[src/rtl/sisc_pkg.sv]
// Constants, register map and types of the status indicator and service controller
package sisc_pkg;
  localparam int unsigned CLK_HZ = 125000000;
  localparam int unsigned BLINK_SLOW_HZ = 1;
  localparam int unsigned BLINK_MID_HZ = 2;
  localparam int unsigned BLINK_FAST_HZ = 3;
  // Half period counts, toggling twice per blink period
  localparam int unsigned HALF_SLOW_CYC = CLK_HZ / (2 * BLINK_SLOW_HZ);
  localparam int unsigned HALF_MID_CYC = CLK_HZ / (2 * BLINK_MID_HZ);
  localparam int unsigned HALF_FAST_CYC = CLK_HZ / (2 * BLINK_FAST_HZ);
  localparam int unsigned INIT_MS = 500;
  localparam int unsigned INIT_CYC = (CLK_HZ / 1000) * INIT_MS;
  localparam int unsigned RESTART_US = 10;
  localparam int unsigned RESTART_CYC = (CLK_HZ / 1000000) * RESTART_US;

  localparam logic [7:0] ADDR_CTRL = 8'h00;
  localparam logic [7:0] ADDR_STAT = 8'h04;
  localparam logic [7:0] ADDR_CMD = 8'h08;
  localparam logic [7:0] ADDR_PWCODE = 8'h0C;
  localparam logic [7:0] ADDR_LAMP = 8'h10;

  // Command register bits, write one to trigger
  localparam int CMD_RESTART = 0;
  localparam int CMD_FACTORY = 1;
  localparam int CMD_START = 2;
  localparam int CMD_STOP = 3;
  localparam int CMD_IDENT_ON = 4;
  localparam int CMD_IDENT_OFF = 5;

  // Status register bits
  localparam int ST_INIT = 0;
  localparam int ST_SAFETY_RUN = 1;
  localparam int ST_MAINT_EN = 2;
  localparam int ST_CLIENT_EN = 3;
  localparam int ST_PW_DEFAULT = 4;
  localparam int ST_CFG_DEFAULT = 5;
  localparam int ST_IDENT = 6;
  localparam int ST_PW_REJECT = 7;

  // Control register bits
  localparam int CT_MAINT_EN = 0;
  localparam int CT_CLIENT_EN = 1;
  localparam int CT_PW_CHANGED = 2;

  localparam logic [31:0] PW_KEY_DEFAULT = 32'h5A5A_0001; // Arbitrary activation code
  localparam logic [2:0] CTRL_RESET = 3'h0;

  typedef enum logic [1:0] {
    SISC_LAMP_OFF,
    SISC_LAMP_RED,
    SISC_LAMP_YELLOW,
    SISC_LAMP_GREEN
  } sisc_color_e;

  typedef enum logic [1:0] {
    SISC_PH_INIT,
    SISC_PH_RUN,
    SISC_PH_RESTART
  } sisc_phase_e;
endpackage : sisc_pkg

[src/rtl/sisc_top.sv]
// Status lamps and service command logic with an AHB-Lite register slave
//
// Notes on behaviour
// - Output lamp green while outputs ON.
// - Output lamp red while outputs OFF.
// - Steady green only in normal mode.
// - Steady yellow while warning field interrupted.
// - Dark in sleep or safety stopped.
// - Identify blinks red and green alternately.
// - Device error blinks red.
// - Recoverable error blinks yellow 3 Hz.
// - Missing or faulty configuration: red/yellow.
// - Unverified configuration alternates yellow and green.
// - Restart delay blinks green 3 Hz.
// - Contamination warning blinks yellow 1 Hz.
// - Test mode blinks green 1 Hz.
// - Both lamps lit during power-up initialization.
// - Restart command equals power cycle.
// - Restart clears serious fault if cause gone.
// - Restart drops all communication links.
// - Factory reset restores defaults, groups, password.
// - Valid activation code resets password, groups.
// - Tool commands manually stop or start safety.
// - Contamination error blinks yellow 3 Hz.
// - Recoverable error forces outputs OFF.
`timescale 1ns/100ps
module sisc_top #(
  parameter int unsigned INIT_CYCLES = sisc_pkg::INIT_CYC,
  parameter int unsigned HALF_SLOW = sisc_pkg::HALF_SLOW_CYC,
  parameter int unsigned HALF_MID = sisc_pkg::HALF_MID_CYC,
  parameter int unsigned HALF_FAST = sisc_pkg::HALF_FAST_CYC,
  parameter logic [31:0] PW_KEY = sisc_pkg::PW_KEY_DEFAULT
) (
  input wire logic core_clk_i,
  input wire logic reset_i,
  input wire logic hsel_i,
  input wire logic [31:0] haddr_i,
  input wire logic [1:0] htrans_i,
  input wire logic hwrite_i,
  input wire logic [2:0] hsize_i,
  input wire logic [31:0] hwdata_i,
  input wire logic hready_i,
  output logic [31:0] hrdata_o,
  output logic hreadyout_o,
  output logic hresp_o,
  input wire logic safety_request_i,
  input wire logic cfg_present_i,
  input wire logic cfg_faulty_i,
  input wire logic cfg_verified_i,
  input wire logic device_error_i,
  input wire logic recoverable_error_i,
  input wire logic contam_error_i,
  input wire logic contam_warning_i,
  input wire logic warn_field_i,
  input wire logic restart_delay_i,
  input wire logic test_mode_i,
  input wire logic sleep_i,
  input wire logic fault_cleared_i,
  output logic safety_switching_output_o,
  output sisc_pkg::sisc_color_e output_lamp_o,
  output sisc_pkg::sisc_color_e status_lamp_o,
  output logic comm_drop_o,
  output logic core_reinit_o,
  output logic cfg_restore_o
);
  import sisc_pkg::*;

  sisc_phase_e phase_r;
  logic [31:0] init_cnt_r;
  logic [31:0] cnt_slow_r;
  logic [31:0] cnt_mid_r;
  logic [31:0] cnt_fast_r;
  logic ph_slow_r;
  logic ph_mid_r;
  logic ph_fast_r;
  logic safety_run_r;
  logic ident_r;
  logic maint_en_r;
  logic client_en_r;
  logic pw_default_r;
  logic cfg_default_r;
  logic pw_reject_r;
  logic interlock_r;
  logic ap_valid_r;
  logic ap_write_r;
  logic [7:0] ap_addr_r;
  logic out_on_r;
  sisc_color_e out_lamp_r;
  sisc_color_e stat_lamp_r;

  // Address phase capture
  wire ap_take = hsel_i && hready_i && htrans_i[1];
  wire wr_en = ap_valid_r && ap_write_r;
  wire wr_cmd = wr_en && (ap_addr_r == ADDR_CMD);
  wire wr_ctrl = wr_en && (ap_addr_r == ADDR_CTRL);
  wire wr_code = wr_en && (ap_addr_r == ADDR_PWCODE);
  wire code_ok = wr_code && (hwdata_i == PW_KEY);
  wire code_bad = wr_code && (hwdata_i != PW_KEY);
  wire cmd_restart = wr_cmd && hwdata_i[CMD_RESTART];
  wire cmd_factory = wr_cmd && hwdata_i[CMD_FACTORY];
  wire cmd_start = wr_cmd && hwdata_i[CMD_START];
  wire cmd_stop = wr_cmd && hwdata_i[CMD_STOP];
  wire cmd_id_on = wr_cmd && hwdata_i[CMD_IDENT_ON];
  wire cmd_id_off = wr_cmd && hwdata_i[CMD_IDENT_OFF];
  wire running = (phase_r == SISC_PH_RUN);
  wire init_done = (init_cnt_r == 32'h0000_0001);

  wire [7:0] stat_word = {pw_reject_r, ident_r, cfg_default_r, pw_default_r, client_en_r,
                          maint_en_r, safety_run_r, !running};
  wire [7:0] lamp_word = {4'h0, 2'(out_lamp_r), 2'(stat_lamp_r)};
  wire [31:0] rd_word =
      (ap_addr_r == ADDR_STAT) ? {24'h00_0000, stat_word} :
      (ap_addr_r == ADDR_CTRL) ? {29'h0, !pw_default_r, client_en_r, maint_en_r} :
      (ap_addr_r == ADDR_LAMP) ? {24'h00_0000, lamp_word} : 32'h0000_0000;

  // Restart phase rewinds to initialization like a power cycle
  wire [31:0] init_cnt_nxt = (phase_r == SISC_PH_RESTART) ? INIT_CYCLES :
                             (phase_r == SISC_PH_INIT && init_cnt_r > 32'h1) ?
                             init_cnt_r - 32'h1 : init_cnt_r;

  always_ff @(posedge core_clk_i or posedge reset_i) begin
    if (reset_i) begin
      phase_r <= SISC_PH_RESTART;
      init_cnt_r <= 32'h0000_0000;
    end else begin
      init_cnt_r <= init_cnt_nxt;
      case (phase_r)
        SISC_PH_RESTART: phase_r <= SISC_PH_INIT;
        SISC_PH_INIT: if (init_done) phase_r <= SISC_PH_RUN;
        SISC_PH_RUN: if (cmd_restart) phase_r <= SISC_PH_RESTART;
        default: phase_r <= SISC_PH_RESTART;
      endcase
    end
  end

  // Blink dividers, all 50 percent duty
  always_ff @(posedge core_clk_i or posedge reset_i) begin
    if (reset_i) begin
      cnt_slow_r <= 32'h0;
      cnt_mid_r <= 32'h0;
      cnt_fast_r <= 32'h0;
      ph_slow_r <= 1'b0;
      ph_mid_r <= 1'b0;
      ph_fast_r <= 1'b0;
    end else begin
      cnt_slow_r <= (cnt_slow_r >= HALF_SLOW - 1) ? 32'h0 : cnt_slow_r + 32'h1;
      cnt_mid_r <= (cnt_mid_r >= HALF_MID - 1) ? 32'h0 : cnt_mid_r + 32'h1;
      cnt_fast_r <= (cnt_fast_r >= HALF_FAST - 1) ? 32'h0 : cnt_fast_r + 32'h1;
      if (cnt_slow_r >= HALF_SLOW - 1) ph_slow_r <= !ph_slow_r;
      if (cnt_mid_r >= HALF_MID - 1) ph_mid_r <= !ph_mid_r;
      if (cnt_fast_r >= HALF_FAST - 1) ph_fast_r <= !ph_fast_r;
    end
  end

  // Service state; restart clears volatile state but keeps stored settings
  always_ff @(posedge core_clk_i or posedge reset_i) begin
    if (reset_i) begin
      safety_run_r <= 1'b1;
      ident_r <= 1'b0;
      maint_en_r <= CTRL_RESET[CT_MAINT_EN];
      client_en_r <= CTRL_RESET[CT_CLIENT_EN];
      pw_default_r <= 1'b1;
      cfg_default_r <= 1'b0;
      pw_reject_r <= 1'b0;
      interlock_r <= 1'b0;
    end else if (phase_r == SISC_PH_RESTART) begin
      safety_run_r <= 1'b1;
      ident_r <= 1'b0;
      pw_reject_r <= 1'b0;
      interlock_r <= device_error_i && !fault_cleared_i;
    end else begin
      if (cmd_stop) safety_run_r <= 1'b0;
      else if (cmd_start) safety_run_r <= 1'b1;
      if (cmd_id_on) ident_r <= 1'b1;
      else if (cmd_id_off) ident_r <= 1'b0;
      if (device_error_i) interlock_r <= 1'b1;
      if (cmd_factory || code_ok) begin
        maint_en_r <= 1'b0;
        client_en_r <= 1'b0;
        pw_default_r <= 1'b1;
      end else if (wr_ctrl) begin
        maint_en_r <= hwdata_i[CT_MAINT_EN];
        client_en_r <= hwdata_i[CT_CLIENT_EN];
        if (hwdata_i[CT_PW_CHANGED]) pw_default_r <= 1'b0;
      end
      if (cmd_factory) cfg_default_r <= 1'b1;
      else if (cfg_verified_i) cfg_default_r <= 1'b0;
      if (code_bad) pw_reject_r <= 1'b1;
      else if (code_ok) pw_reject_r <= 1'b0;
    end
  end

  // Output switching; errors and interlock force OFF
  wire out_on_nxt = running && safety_run_r && safety_request_i && !interlock_r &&
                    !device_error_i && !recoverable_error_i && !contam_error_i &&
                    cfg_present_i && !cfg_faulty_i && (cfg_verified_i || test_mode_i);
  wire recov = recoverable_error_i || contam_error_i;
  wire unverif = cfg_present_i && !cfg_verified_i && !test_mode_i;

  // Priority chain for the status lamp
  sisc_color_e stat_nxt;
  always_comb begin
    if (!running) stat_nxt = SISC_LAMP_YELLOW;
    else if (ident_r) stat_nxt = ph_mid_r ? SISC_LAMP_RED : SISC_LAMP_GREEN;
    else if (sleep_i || !safety_run_r) stat_nxt = SISC_LAMP_OFF;
    else if (device_error_i || interlock_r) stat_nxt = ph_mid_r ? SISC_LAMP_RED : SISC_LAMP_OFF;
    else if (!cfg_present_i || cfg_faulty_i)
      stat_nxt = ph_mid_r ? SISC_LAMP_RED : SISC_LAMP_YELLOW;
    else if (unverif) stat_nxt = ph_mid_r ? SISC_LAMP_YELLOW : SISC_LAMP_GREEN;
    else if (recov) stat_nxt = ph_fast_r ? SISC_LAMP_YELLOW : SISC_LAMP_OFF;
    else if (test_mode_i) stat_nxt = ph_slow_r ? SISC_LAMP_GREEN : SISC_LAMP_OFF;
    else if (restart_delay_i) stat_nxt = ph_fast_r ? SISC_LAMP_GREEN : SISC_LAMP_OFF;
    else if (contam_warning_i) stat_nxt = ph_slow_r ? SISC_LAMP_YELLOW : SISC_LAMP_OFF;
    else if (warn_field_i) stat_nxt = SISC_LAMP_YELLOW;
    else stat_nxt = SISC_LAMP_GREEN;
  end

  always_ff @(posedge core_clk_i or posedge reset_i) begin
    if (reset_i) begin
      out_on_r <= 1'b0;
      out_lamp_r <= SISC_LAMP_OFF;
      stat_lamp_r <= SISC_LAMP_OFF;
    end else begin
      out_on_r <= out_on_nxt;
      if (!running) out_lamp_r <= SISC_LAMP_RED;
      else out_lamp_r <= out_on_nxt ? SISC_LAMP_GREEN : SISC_LAMP_RED;
      stat_lamp_r <= stat_nxt;
    end
  end

  // AHB-Lite slave, zero wait states
  always_ff @(posedge core_clk_i or posedge reset_i) begin
    if (reset_i) begin
      ap_valid_r <= 1'b0;
      ap_write_r <= 1'b0;
      ap_addr_r <= 8'h00;
    end else begin
      if (hready_i) begin
        ap_valid_r <= ap_take;
        ap_write_r <= hwrite_i;
        ap_addr_r <= haddr_i[7:0];
      end
    end
  end

  assign hrdata_o = rd_word;
  assign hreadyout_o = 1'b1;
  assign hresp_o = 1'b0;
  assign safety_switching_output_o = out_on_r;
  assign output_lamp_o = out_lamp_r;
  assign status_lamp_o = stat_lamp_r;
  assign comm_drop_o = !running;
  assign core_reinit_o = (phase_r == SISC_PH_RESTART);
  assign cfg_restore_o = cmd_factory;
endmodule : sisc_top

[config.mk]
export PLATFORM = sky130hd
export DESIGN_NAME = sisc_top
export DESIGN_NICKNAME = d
export VERILOG_FILES = /design/src/rtl/sisc_pkg.sv /design/src/rtl/sisc_top.sv
export SDC_FILE = /design/constraint.sdc
export NUM_CORES = 1
export LEC_CHECK = 0
export ABC_AREA = 1
export BUFFER_PORTS_ARGS = -buffer_cell sky130_fd_sc_hd__buf_4
export CAP_MARGIN = 40
export CORE_MARGIN = 10
export CORE_UTILIZATION = 40
export CTS_BUF_LIST = sky130_fd_sc_hd__clkbuf_4
export DETAILED_ROUTE_END_ITERATION = 10
export SETUP_SLACK_MARGIN = 0.5
export SKIP_CTS_REPAIR_TIMING = 1
export SYNTH_ARGS = -nofsm -noshare
export SYNTH_HDL_FRONTEND = slang
export SYNTH_SLANG_ARGS = --single-unit
[constraint.sdc]
create_clock -name core_clk_i -period 7.5 [get_ports core_clk_i]
set_input_delay 1.5 -clock core_clk_i [delete_from_list [all_inputs] [get_ports core_clk_i]]
set_output_delay 1.5 -clock core_clk_i [all_outputs]
set_load 0.01 [all_outputs]
---- Yosys cells after proc, flatten, opt, wreduce, memory -nomap -nowiden ----
Cells that the tools add are included.
storage, ports and cells
  bits in registers ....................... 156
  word-level logic and storage cells ...... 156
  input port bits ......................... 87
operators by class
  equal/unequal tests ..................... 11
  mux-type cells .......................... 52
  $lt $le $gt $ge ......................... 4
  reductions and logical operators ........ 62
  $add $sub $neg .......................... 4
  bitwise operators ....................... 1
operators by type and width
  operator                 count
  $mux W32                 5
  $add A32 B1 Y32 const B  3
  $ge A32 B25 Y1 const B   2
  $mux W2                  20
  $eq A32 B1 Y1 const B    1
  $eq A32 B31 Y1 const B   1
  $ge A32 B26 Y1 const B   1
  $gt A32 B1 Y1 const B    1
  $ne A32 B31 Y1 const B   1
  $sub A32 B1 Y32 const B  1
  $logic_and A1 B1 Y1      27
  $mux W1                  23
  $eq A8 B4 Y1 const B     2
  $logic_not A1 Y1         15
  $reduce_bool A2 Y1       5
  $reduce_bool A3 Y1       3
  $eq A8 B3 Y1 const B     1
  $eq A8 B5 Y1 const B     1
  $logic_not A8 Y1         1
  $mux W4                  2
  $mux W8                  1
  $logic_or A1 B1 Y1       6
  $pmux W2 S3              1
  $reduce_and A2 Y1        3
  6 further kinds          7

---- Depth between registers and ports, before layout ----
Gate-level depths: netlist (run 1).
  depth after elaboration ................. 12
  depth in mapped cells ................... 12
  gate-level depth less buffers ........... 11

---- Worst setup path after synthesis (run 1) ----
OpenSTA, ideal clock, no wires.
  path type ............................... input to output
  start ................................... input hwdata_i[1]
  end ..................................... output cfg_restore_o
  stages .................................. 3
  path buffers ............................ 0
  required time ........................... 6.000 ns
  data arrival time ....................... 1.920 ns
  setup slack ............................. 4.080 ns
  cells stage by stage .................... inv_1 or2_2 inv_1
on the way
  word-level cells in the longest chain between the ends .. 1
RTL lines
  element              RTL line         source
  start, declared      sisc_top.sv:41   input wire logic [31:0] hwdata_i,
  $logic_and A1 B1 Y1  sisc_top.sv:100  wire cmd_factory = wr_cmd && hwdata_i[CMD_FACTORY];
  end, declared        sisc_top.sv:64   output logic cfg_restore_o
Every way passes these cells.

---- Worst setup path after layout (run 1) ----
  start ................................... register ap_addr_r[7]
  end ..................................... output hrdata_o[0]
on the way
  word-level cells in the longest chain between the ends .. 4
  elaborated cells between the ends (all ways) .. 6
RTL lines
  element                 RTL line         source
  start, declared         sisc_top.sv:86   logic [7:0] ap_addr_r;
  start signal, assigned  sisc_top.sv:241  ap_addr_r <= haddr_i[7:0];
  $eq A8 B5 Y1            sisc_top.sv:114  (ap_addr_r == ADDR_LAMP) ? {24'h00_0000, lamp_word} : 32'h0000_0000;
  $mux W4                 sisc_top.sv:114
  $mux W4                 sisc_top.sv:113  (ap_addr_r == ADDR_CTRL) ? {29'h0, !pw_default_r, client_en_r, maint_en_r} :
  $mux W8 *               sisc_top.sv:112  (ap_addr_r == ADDR_STAT) ? {24'h00_0000, stat_word} :
  end, declared           sisc_top.sv:43   output logic [31:0] hrdata_o,
Mark *: on every way between the ends. The rest lies on a longest branch, timed or not.

==> results of run 1 <==
## registers in the layout, indices dropped and copies added (netlist names)
name	count
status_lamp_o	2
ph_slow_r	1
client_en_r	1
ap_write_r	1
output_lamp_o	2
ph_mid_r	1
cnt_fast_r	32
ph_fast_r	1
ident_r	1
cfg_default_r	1
ap_addr_r	8
safety_switching_output_o	1
pw_reject_r	1
maint_en_r	1
pw_default_r	1
ap_valid_r	1
safety_run_r	1
cnt_slow_r	32
interlock_r	1
phase_r	2
cnt_mid_r	32
init_cnt_r	32
## cells in the final DEF (no fill, tap or decap), drive strengths merged, types with 2 or more instances in the layout
cell type  instances
a21oi             24
a31oi              3
buf               79
bufinv             2
clkbuf            18
clkinv             6
clkinvlp           5
conb              47
dfrtp            153
dfstp              3
ha                 6
inv              147
nand2            338
nand3            106
nand4             24
nor2             251
nor3              37
nor3b              5
nor4               6
o211ai             2
o21ai             29
o21bai             2
or2               15
xnor2             15
xor2              34
## synthesized netlist by cell type (3+ instances only)
cell	n	area share (%)
nand2_1	330	14
nor2_1	232	9.6
dfrtp_1	153	42
inv_1	143	5.9
nand3_1	103	5.7
xor2_1	34	3.3
buf_4	30	2.5
nor3_1	30	1.7
a21oi_1	24	1.3
nand4_1	23	1.6
o21ai_0	23	1.3
nor2_2	16	1.1
xnor2_1	15	1.4
or2_2	13	0.90
clkbuf_1	8	0.33
nor3_2	7	0.77
ha_1	6	0.83
nand2_2	6	0.41
nor4_1	6	0.41
buf_6	5	0.62
nor3b_1	5	0.41
o21ai_1	5	0.28
inv_2	4	0.17
a31oi_1	3	0.21
dfstp_2	3	0.87
nand3_2	3	0.33
nor2_4	3	0.37
## area by class of cell
cell class,instances,area share (%)
Antenna cell,1,0.0246
Clock buffer,18,1.33
Clock inverter,13,1.25
Inverter,147,5.47
Multi-Input combinational cell,952,43.9
Sequential cell,156,38.4
Tap cell,285,3.50
Timing Repair Buffer,79,6.15
## stage by stage
step / worst slack, ns / cell area (µm²) / hold WS (ns) / std cells / utilization (%)
after CTS: 3.72 / 10200 / 0.467 / 1650 / 45.2
after floorplan: 1.80 / 9250 / 0.431 / 1300 / -
final: 3.78 / 10200 / 0.462 / 1651 / 45.2
after global routing: 3.50 / 10200 / 0.497 / 1651 / 45.2
after detailed placement: 3.85 / 9910 / 0.450 / 1619 / 44.0
after global placement: 3.85 / 9860 / 0.448 / 1616 / 43.8
## logic make-up (layout without fill, tap and decap cells)
| group | Yosys count | in the layout | synth area share [%] |
|---|---|---|---|
| buffers and inverters | 192 | 257 | 9.62 |
| other | 2 | 48 | 0.0827 |
| muxes | 1 | 1 | 0.124 |
| adders and majority gates | 6 | 6 | 0.827 |
| AOI/OAI and AO/OA | 65 | 65 | 4.00 |
| and+or+nand+nor | 784 | 784 | 37.6 |
| DFF | 156 | 156 | 43.0 |
| xor gates and xnor gates | 49 | 49 | 4.73 |
## power breakdown
| part | leakage (nW) | switching (mW) | total, mW | internal (mW) |
|---|---|---|---|---|
| Combinational | 2.56 | 0.0552 | 0.0909 | 0.0357 |
| Clock | 0.128 | 0.306 | 0.500 | 0.195 |
| Sequential | 2.00 | 0.00856 | 0.867 | 0.858 |
| Total | 4.70 | 0.370 | 1.46 | 1.09 |
## critical path: stages (launching register included)
cell,delay [ns]
dfrtp_1,0.38
inv_1,0.06
nand2_1,0.07
nor2_2,0.22
nand2_1,0.07
nor2_1,0.26
inv_1,0.20
o211ai_1,0.22
buf_4,0.16
## path summary, 6_finish.rpt
check | slack [ns] | start | to | cells past startpoint
min in group asynchronous | 1.05 | reset_i | init_cnt_r[19] | 2
worst max register to register | 5.23 | init_cnt_r[0] | init_cnt_r[23] | 10
worst min-delay path | 0.46 | cnt_fast_r[0] | cnt_fast_r[0] | 1
worst min register to register | 0.46 | cnt_fast_r[0] | cnt_fast_r[0] | 1
worst max-delay path | 3.78 | ap_addr_r[7] | hrdata_o[0] | 8
max in group asynchronous | 5.35 | reset_i | safety_run_r | 4
## layer usage
metal | wire [µm] | track usage, % | vias to the layer above
li1 | - | - | 4057
met4 | 182 | 3.89 | 0
met5 | 0 | 0 | -
met3 | 1060 | 3.87 | 15
met1 | 9580 | 18.6 | 3501
met2 | 9610 | 23.9 | 131
==> out/results.txt, run 1 <==
Run status -> finished, final reports clean
Seq cells post-synth -> 156
Yosys cell types -> 44
Reg area -> 3910 µm²
Synth warn -> 0
Setup CP Type -> flip-flop to output port
H-tree depth -> 4
Startpoint type of the worst setup path -> flip-flop
Inserted Clock Buffers -> 17
Row count -> 55
CTS tree -> yes
VDD IR max -> 0.0000778 V
Final Hold Fails -> 0
Die footprint -> 29100 µm²
Post-synthesis async set-or-reset flop share -> 100%
Clock latency at the later pin of the worst-skew pair -> 0.57 ns
Synth Instances -> 1255
Area grow syn2layout -> 12.1%
Vias in the first global route -> 7518
Layout cells sized above 1 -> 12.4%
Core area -> 22500 µm²
Sequential element share of the synthesized area -> 43.0%
Synth Flop Type -> dfrtp_1
Final setup fails -> 0
Worst-margin pin slew -> 0.790 ns
DR vias/cell -> 4.67
Mapped Area -> 9080 µm²
Routed Antenna Nets -> 0
Die height -> 171 µm
Multi-input gate area -> 4470 µm²
Largest net degree at the start of global routing -> 87
Chip Width -> 171 µm
Leakage -> 4.70 nW
CTS max path bufs -> 2
Initial antenna violation count -> 1
Clock Sinks -> 156
Initial drt markers -> 581
I/O pins -> 129
Slew headroom -> 47.3%
Max Freq -> 269 MHz
Final setup TNS -> 0 ns
Required @ worst endpoint -> 6.00 ns
Final period util -> 49.6%
Post-route DRC -> 0
Initial DRT Pass Iterations -> 7
CP Capture Type -> output port
Clk root buf -> clkbuf_4
Syn avg cell area -> 7.23 µm²
Starting density of the core -> 40.3%
All-Layer GR Usage -> 14.6%
Vias -> 7704
Total Routed Length -> 20400 µm
CP max FO -> 6
First-pass GRT wire length -> 35200 µm
EDFF count, synth -> 0
Drt wl/cell -> 12.4 µm
Reg clk slew, reported paths -> 0.13 ns
Max-cap viol count -> 0
FILL cells -> 2358
Unrepaired setup endpoints after global routing -> no
Hold Path Class -> flip-flop to flip-flop
Final nets -> 1446
Final slew viol count -> 0
IO buf count -> 74
HPWL Detailed -> 15200 µm
Worst path arrival time -> 2.22 ns
Placer Congestion -> 0.869
Min Clock Period, post-route -> 3.72 ns
Clock Skews -> 0.0285 ns
Power per cell area -> 143 nW/µm²
Overall power -> 1.46 mW
Overflow after GRT -> 0
Power figures use the tool's default switching activity.
==> run 2: changes to the inputs <==
clock period = 3.2 ns   (was 7.5 ns; I/O delays follow)
==> out/results.txt, run 2 (synthesis results as in run 1) <==
VDD IR max -> 0.000189 V (+140%)
Final Instance Area -> 10300 µm² (+0.88%)
IO buf count -> 74 (unchanged)
Starting density of the core -> 40.3% (unchanged)
I/O pins -> 129 (unchanged)
Min Clock Period, post-route -> 2.59 ns
Core area -> 22500 µm² (unchanged)
Placer Congestion -> 0.888 (+2.2%)
Worst-margin pin slew -> 0.863 ns (+0.0723 ns)
CTS tree -> yes
Max-cap viol count -> 0 (unchanged)
Final period util -> 80.9%
Row count -> 55 (unchanged)
Max Freq -> 386 MHz
All-Layer GR Usage -> 14.7% (+0.16 points)
Die footprint -> 29100 µm² (unchanged)
Final setup TNS -> 0 ns (unchanged)
Util after Layout -> 45.6% (+0.40 points)
Psw -> 935 µW (+150%)
Power per cell area -> 342 nW/µm² (+140%)
Internal power -> 2.58 mW (+140%)
Logic pwr share -> 6.3% (about the same)
Largest net degree at the start of global routing -> 157 (+80%)
Initial drt markers -> 517 (-11%)
Clock Sinks -> 156 (unchanged)
Total Routed Length -> 20600 µm (+0.76%)
Slew headroom -> 42.5% (-4.8 points)
Setup CP Type -> flip-flop to output port
Most common cell after layout, fill and taps aside -> nand2_1
Initial DRT Pass Iterations -> 7 (unchanged)
Clock latency at the later pin of the worst-skew pair -> 0.57 ns (about the same)
Clock Skews -> 0.0256 ns (-0.00281 ns)
Overflow after GRT -> 0 (unchanged)
Die height -> 171 µm (unchanged)
Routed Antenna Nets -> 0 (unchanged)
Startpoint type of the worst setup path -> flip-flop
Run status -> finished, final reports clean
Area grow syn2layout -> 13.1%
CP Capture Type -> output port
Final setup fails -> 0 (unchanged)
Drt wl/cell -> 12.4 µm (+0.46%)
H-tree depth -> 4 (unchanged)
Hold Path Class -> input pin to flip-flop
Required @ worst endpoint -> 2.56 ns (-3.44 ns)
FILL cells -> 2330 (-1.2%)
Layout cells sized above 1 -> 13.6% (+1.2 points)
Vias in the first global route -> 7573 (+0.73%)
CTS max path bufs -> 2 (unchanged)
Vias -> 7723 (+0.25%)
Chip Width -> 171 µm (unchanged)
Switch share -> 26.6% (+1.3 points)
Final Hold Fails -> 0 (unchanged)
Unrepaired setup endpoints after global routing -> yes
First-pass GRT wire length -> 35500 µm (+0.92%)
Worst path arrival time -> 1.95 ns (-0.27 ns)
Most frequent cells in the layout -> 327 x nand2_1, 229 x nor2_1, 153 x dfrtp_1, 138 x inv_1, 102 x nand3_1
Placed Instance Area -> 9900 µm² (about the same)
Initial antenna violation count -> 1 (unchanged)
Reg clk slew, reported paths -> 0.16 ns (+0.03 ns)
DR vias/cell -> 4.66 (about the same)
Final nets -> 1450 (+0.28%)
HPWL Detailed -> 15300 µm (+0.38%)
Clk pwr share -> 35.8% (+1.5 points)
Worst slack at placement -> 0.925 ns (-2.93 ns)
Inserted Clock Buffers -> 17 (unchanged)
Final setup margin -> 0.610 ns (-3.17 ns)
Flop pwr share -> 57.9% (-1.5 points)
Post-route DRC -> 0 (unchanged)
Leakage -> 4.73 nW (+0.79%)
Clk root buf -> clkbuf_4
Final slew viol count -> 0 (unchanged)
CP max FO -> 6 (unchanged)
## run 2: cell count changes in the layout (fill, tap and decap cells not counted), sizes merged
cell,before,now
clkbuf,18,17
clkinv,6,4
buf,79,83
inv,147,152
clkinvlp,5,4
## run 2: path summary, 6_finish.rpt
| path | to | slack, ns | cells after the start | from |
|---|---|---|---|---|
| worst max-delay path | hrdata_o[0] | 0.61 | 8 | ap_addr_r[5] |
| worst min-delay path | ap_addr_r[2] | 0.27 | 3 | haddr_i[2] |
| worst max register to register | init_cnt_r[17] | 0.94 | 10 | init_cnt_r[0] |
| worst min register to register | cnt_fast_r[0] | 0.47 | 1 | cnt_fast_r[0] |
| max in group asynchronous | cnt_slow_r[3] | 2.25 | 3 | reset_i |
| min in group asynchronous | ident_r | 0.30 | 3 | reset_i |
## run 2: metrics by stage
step           cells  power (mW)  hold WS (ns)
3_5_place_dp    1618        2.29         0.456
4_1_cts         1650        3.56         0.219
2_1_floorplan   1300        2.21         0.431
5_1_grt         1656        3.69         0.225
3_3_place_gp    1617        2.28         0.451
6_report        1656        3.51         0.267
## run 2: final cells by class
class	count	area, µm²	share of cell area (%)
multi-input combinational	952	4500	43.8
sequential	156	3910	38.1
timing repair buffer	83	656	6.39
inverter	147	558	5.44
tap	285	357	3.47
clock inverter	15	161	1.57
clock buffer	17	128	1.24
antenna	1	2.50	0.0244
## run 2: power by group through the flow
stage	logic [mW]	registers [mW]	clock network (mW)
after detailed placement	0.216	2.07	0
after CTS	0.217	2.03	1.31
final	0.222	2.03	1.26
after global placement	0.214	2.07	0
after global routing	0.258	2.04	1.39
after floorplan	0.147	2.06	0
## run 2: metal layers
metal	up-vias	GRT usage [%]	wire, µm
met5	-	0	0
met2	127	23.6	9570
li1	4074	-	-
met4	0	2.97	125
met3	7	3.78	913
met1	3515	19.7	9990
## run 2: critical path: stages (launching register included)
cell	delay, ns
dfrtp_1	0.42
inv_2	0.07
nand2_2	0.06
nor2_4	0.15
nand2_2	0.08
nor2_4	0.18
inv_4	0.07
o211ai_1	0.19
buf_4	0.15
==> run 3: changes to the inputs <==
clock period = 2.2 ns   (was 3.2 ns; I/O delays follow)
==> out/results.txt, run 3 (synthesis results as in run 1) <==
Final nets -> 1516 (+4.6%)
Hold Path Class -> input pin to flip-flop
Overflow after GRT -> 0 (unchanged)
Worst-margin pin slew -> 0.566 ns (-0.297 ns)
Routed Antenna Nets -> 0 (unchanged)
Final Instance Area -> 11700 µm² (+14%)
Total Routed Length -> 23300 µm (+13%)
Row count -> 55 (unchanged)
Clock latency at the later pin of the worst-skew pair -> 0.58 ns (about the same)
Run status -> finished, violations left
First-pass GRT wire length -> 35700 µm (+0.54%)
Initial drt markers -> 585 (+13%)
Drt wl/cell -> 13.5 µm (+8.9%)
CP max FO -> 6 (unchanged)
Max Freq -> 416 MHz
Most frequent cells in the layout -> 282 x nand2_1, 194 x nor2_1, 134 x dfrtp_1, 129 x inv_1, 119 x buf_4
Starting density of the core -> 40.3% (unchanged)
Final setup fails -> 9 (+9)
Unrepaired setup endpoints after global routing -> yes
Die footprint -> 29100 µm² (unchanged)
Power per cell area -> 461 nW/µm² (+35%)
Clock Skews -> 0.0256 ns (-0.0000763 ns)
Largest net degree at the start of global routing -> 43 (-73%)
HPWL Detailed -> 15800 µm (+3.1%)
Post-route DRC -> 0 (unchanged)
Chip Width -> 171 µm (unchanged)
Clk root buf -> clkbuf_4
Inserted Clock Buffers -> 17 (unchanged)
Initial antenna violation count -> 1 (unchanged)
Failing checks -> setup timing
All-Layer GR Usage -> 14.8% (+0.11 points)
Initial DRT Pass Iterations -> 5 (-2)
Vias in the first global route -> 7424 (-2.0%)
Vias -> 8316 (+7.7%)
DR vias/cell -> 4.83 (+3.5%)
Clock Sinks -> 156 (unchanged)
Required @ worst endpoint -> 1.76 ns (-0.80 ns)
CTS max path bufs -> 2 (unchanged)
Layout cells sized above 1 -> 27.7% (+14 points)
VDD IR max -> 0.000280 V (+48%)
Final period util -> 109%
Startpoint type of the worst setup path -> flip-flop
I/O pins -> 129 (unchanged)
Area grow syn2layout -> 29.1%
Core area -> 22500 µm² (unchanged)
Most common cell after layout, fill and taps aside -> nand2_1
Worst slack at placement -> 0.239 ns (-0.687 ns)
H-tree depth -> 4 (unchanged)
Reg clk slew, reported paths -> 0.14 ns (-0.02 ns)
CP Capture Type -> output port
IO buf count -> 74 (unchanged)
FILL cells -> 2179 (-6.5%)
Final Hold Fails -> 0 (unchanged)
Placed Instance Area -> 10000 µm² (+1.1%)
Final setup margin -> -0.205 ns (-0.815 ns)
Placer Congestion -> 0.935 (+5.3%)
Final slew viol count -> 0 (unchanged)
Leakage -> 5.19 nW (+9.7%)
Worst path arrival time -> 1.97 ns (+0.02 ns)
Max-cap viol count -> 0 (unchanged)
Setup CP Type -> flip-flop to output port
Min Clock Period, post-route -> 2.41 ns
CTS tree -> yes
Die height -> 171 µm (unchanged)
Slew headroom -> 62.2% (+20 points)
-- run 3: report_power, final --
group	switching (mW)	internal, mW
combinational	0.207	0.142
sequential	0.0324	2.93
clock	1.08	1.02
-- run 3: final cells by class --
type                       instances  area, µm²  area share [%]
timing repair buffer             142       1250            10.6
clock buffer                      17        128            1.09
sequential                       156       3930            33.5
tap                              285        357            3.04
multi-input combinational        959       5260            44.9
clock inverter                    15        219            1.87
inverter                         147        574            4.90
antenna                            2       5.00          0.0427
-- run 3: routing by layer --
layer / routed length, µm / GRT usage (%) / vias up
met5: 0 / 0 / -
met3: 1480 / 4.33 / 38
met4: 421 / 3.97 / 0
li1: - / - / 4219
met2: 10900 / 22.9 / 199
met1: 10500 / 19.9 / 3860
-- run 3: worst paths after layout --
kind                                from             end  slack, ns  cells past startpoint
max                         ap_addr_r[4]     hrdata_o[0]      -0.21                      8
min                           haddr_i[2]    ap_addr_r[2]       0.06                      3
max reg2reg                init_cnt_r[1]  init_cnt_r[12]       0.41                     11
min reg2reg                 pw_default_r    pw_default_r       0.48                      2
max in group asynchronous        reset_i  init_cnt_r[14]       1.11                      4
min in group asynchronous        reset_i         ident_r       0.46                      3
-- run 3: worst max-delay path, stage by stage, from the launching register on --
cell	delay, ns
dfrtp_1	0.40
inv_2	0.07
nand2_2	0.07
nor2_4	0.17
nand2_2	0.08
nor2_4	0.18
inv_4	0.07
o211ai_1	0.18
buf_4	0.15
-- run 3: stage by stage --
stage	total power, mW	std cells	TNS, ns	hold WS (ns)	utilization (%)
after floorplan	3.22	1300	-32.20	0.431	-
after global placement	3.34	1630	0	0.449	44.5
after detailed placement	3.34	1630	0	0.455	44.5
after CTS	5.47	1662	-3.08	-0.116	46.0
after global routing	5.67	1723	-2.75	0.0104	52.1
final	5.40	1723	-1.45	0.0559	52.1
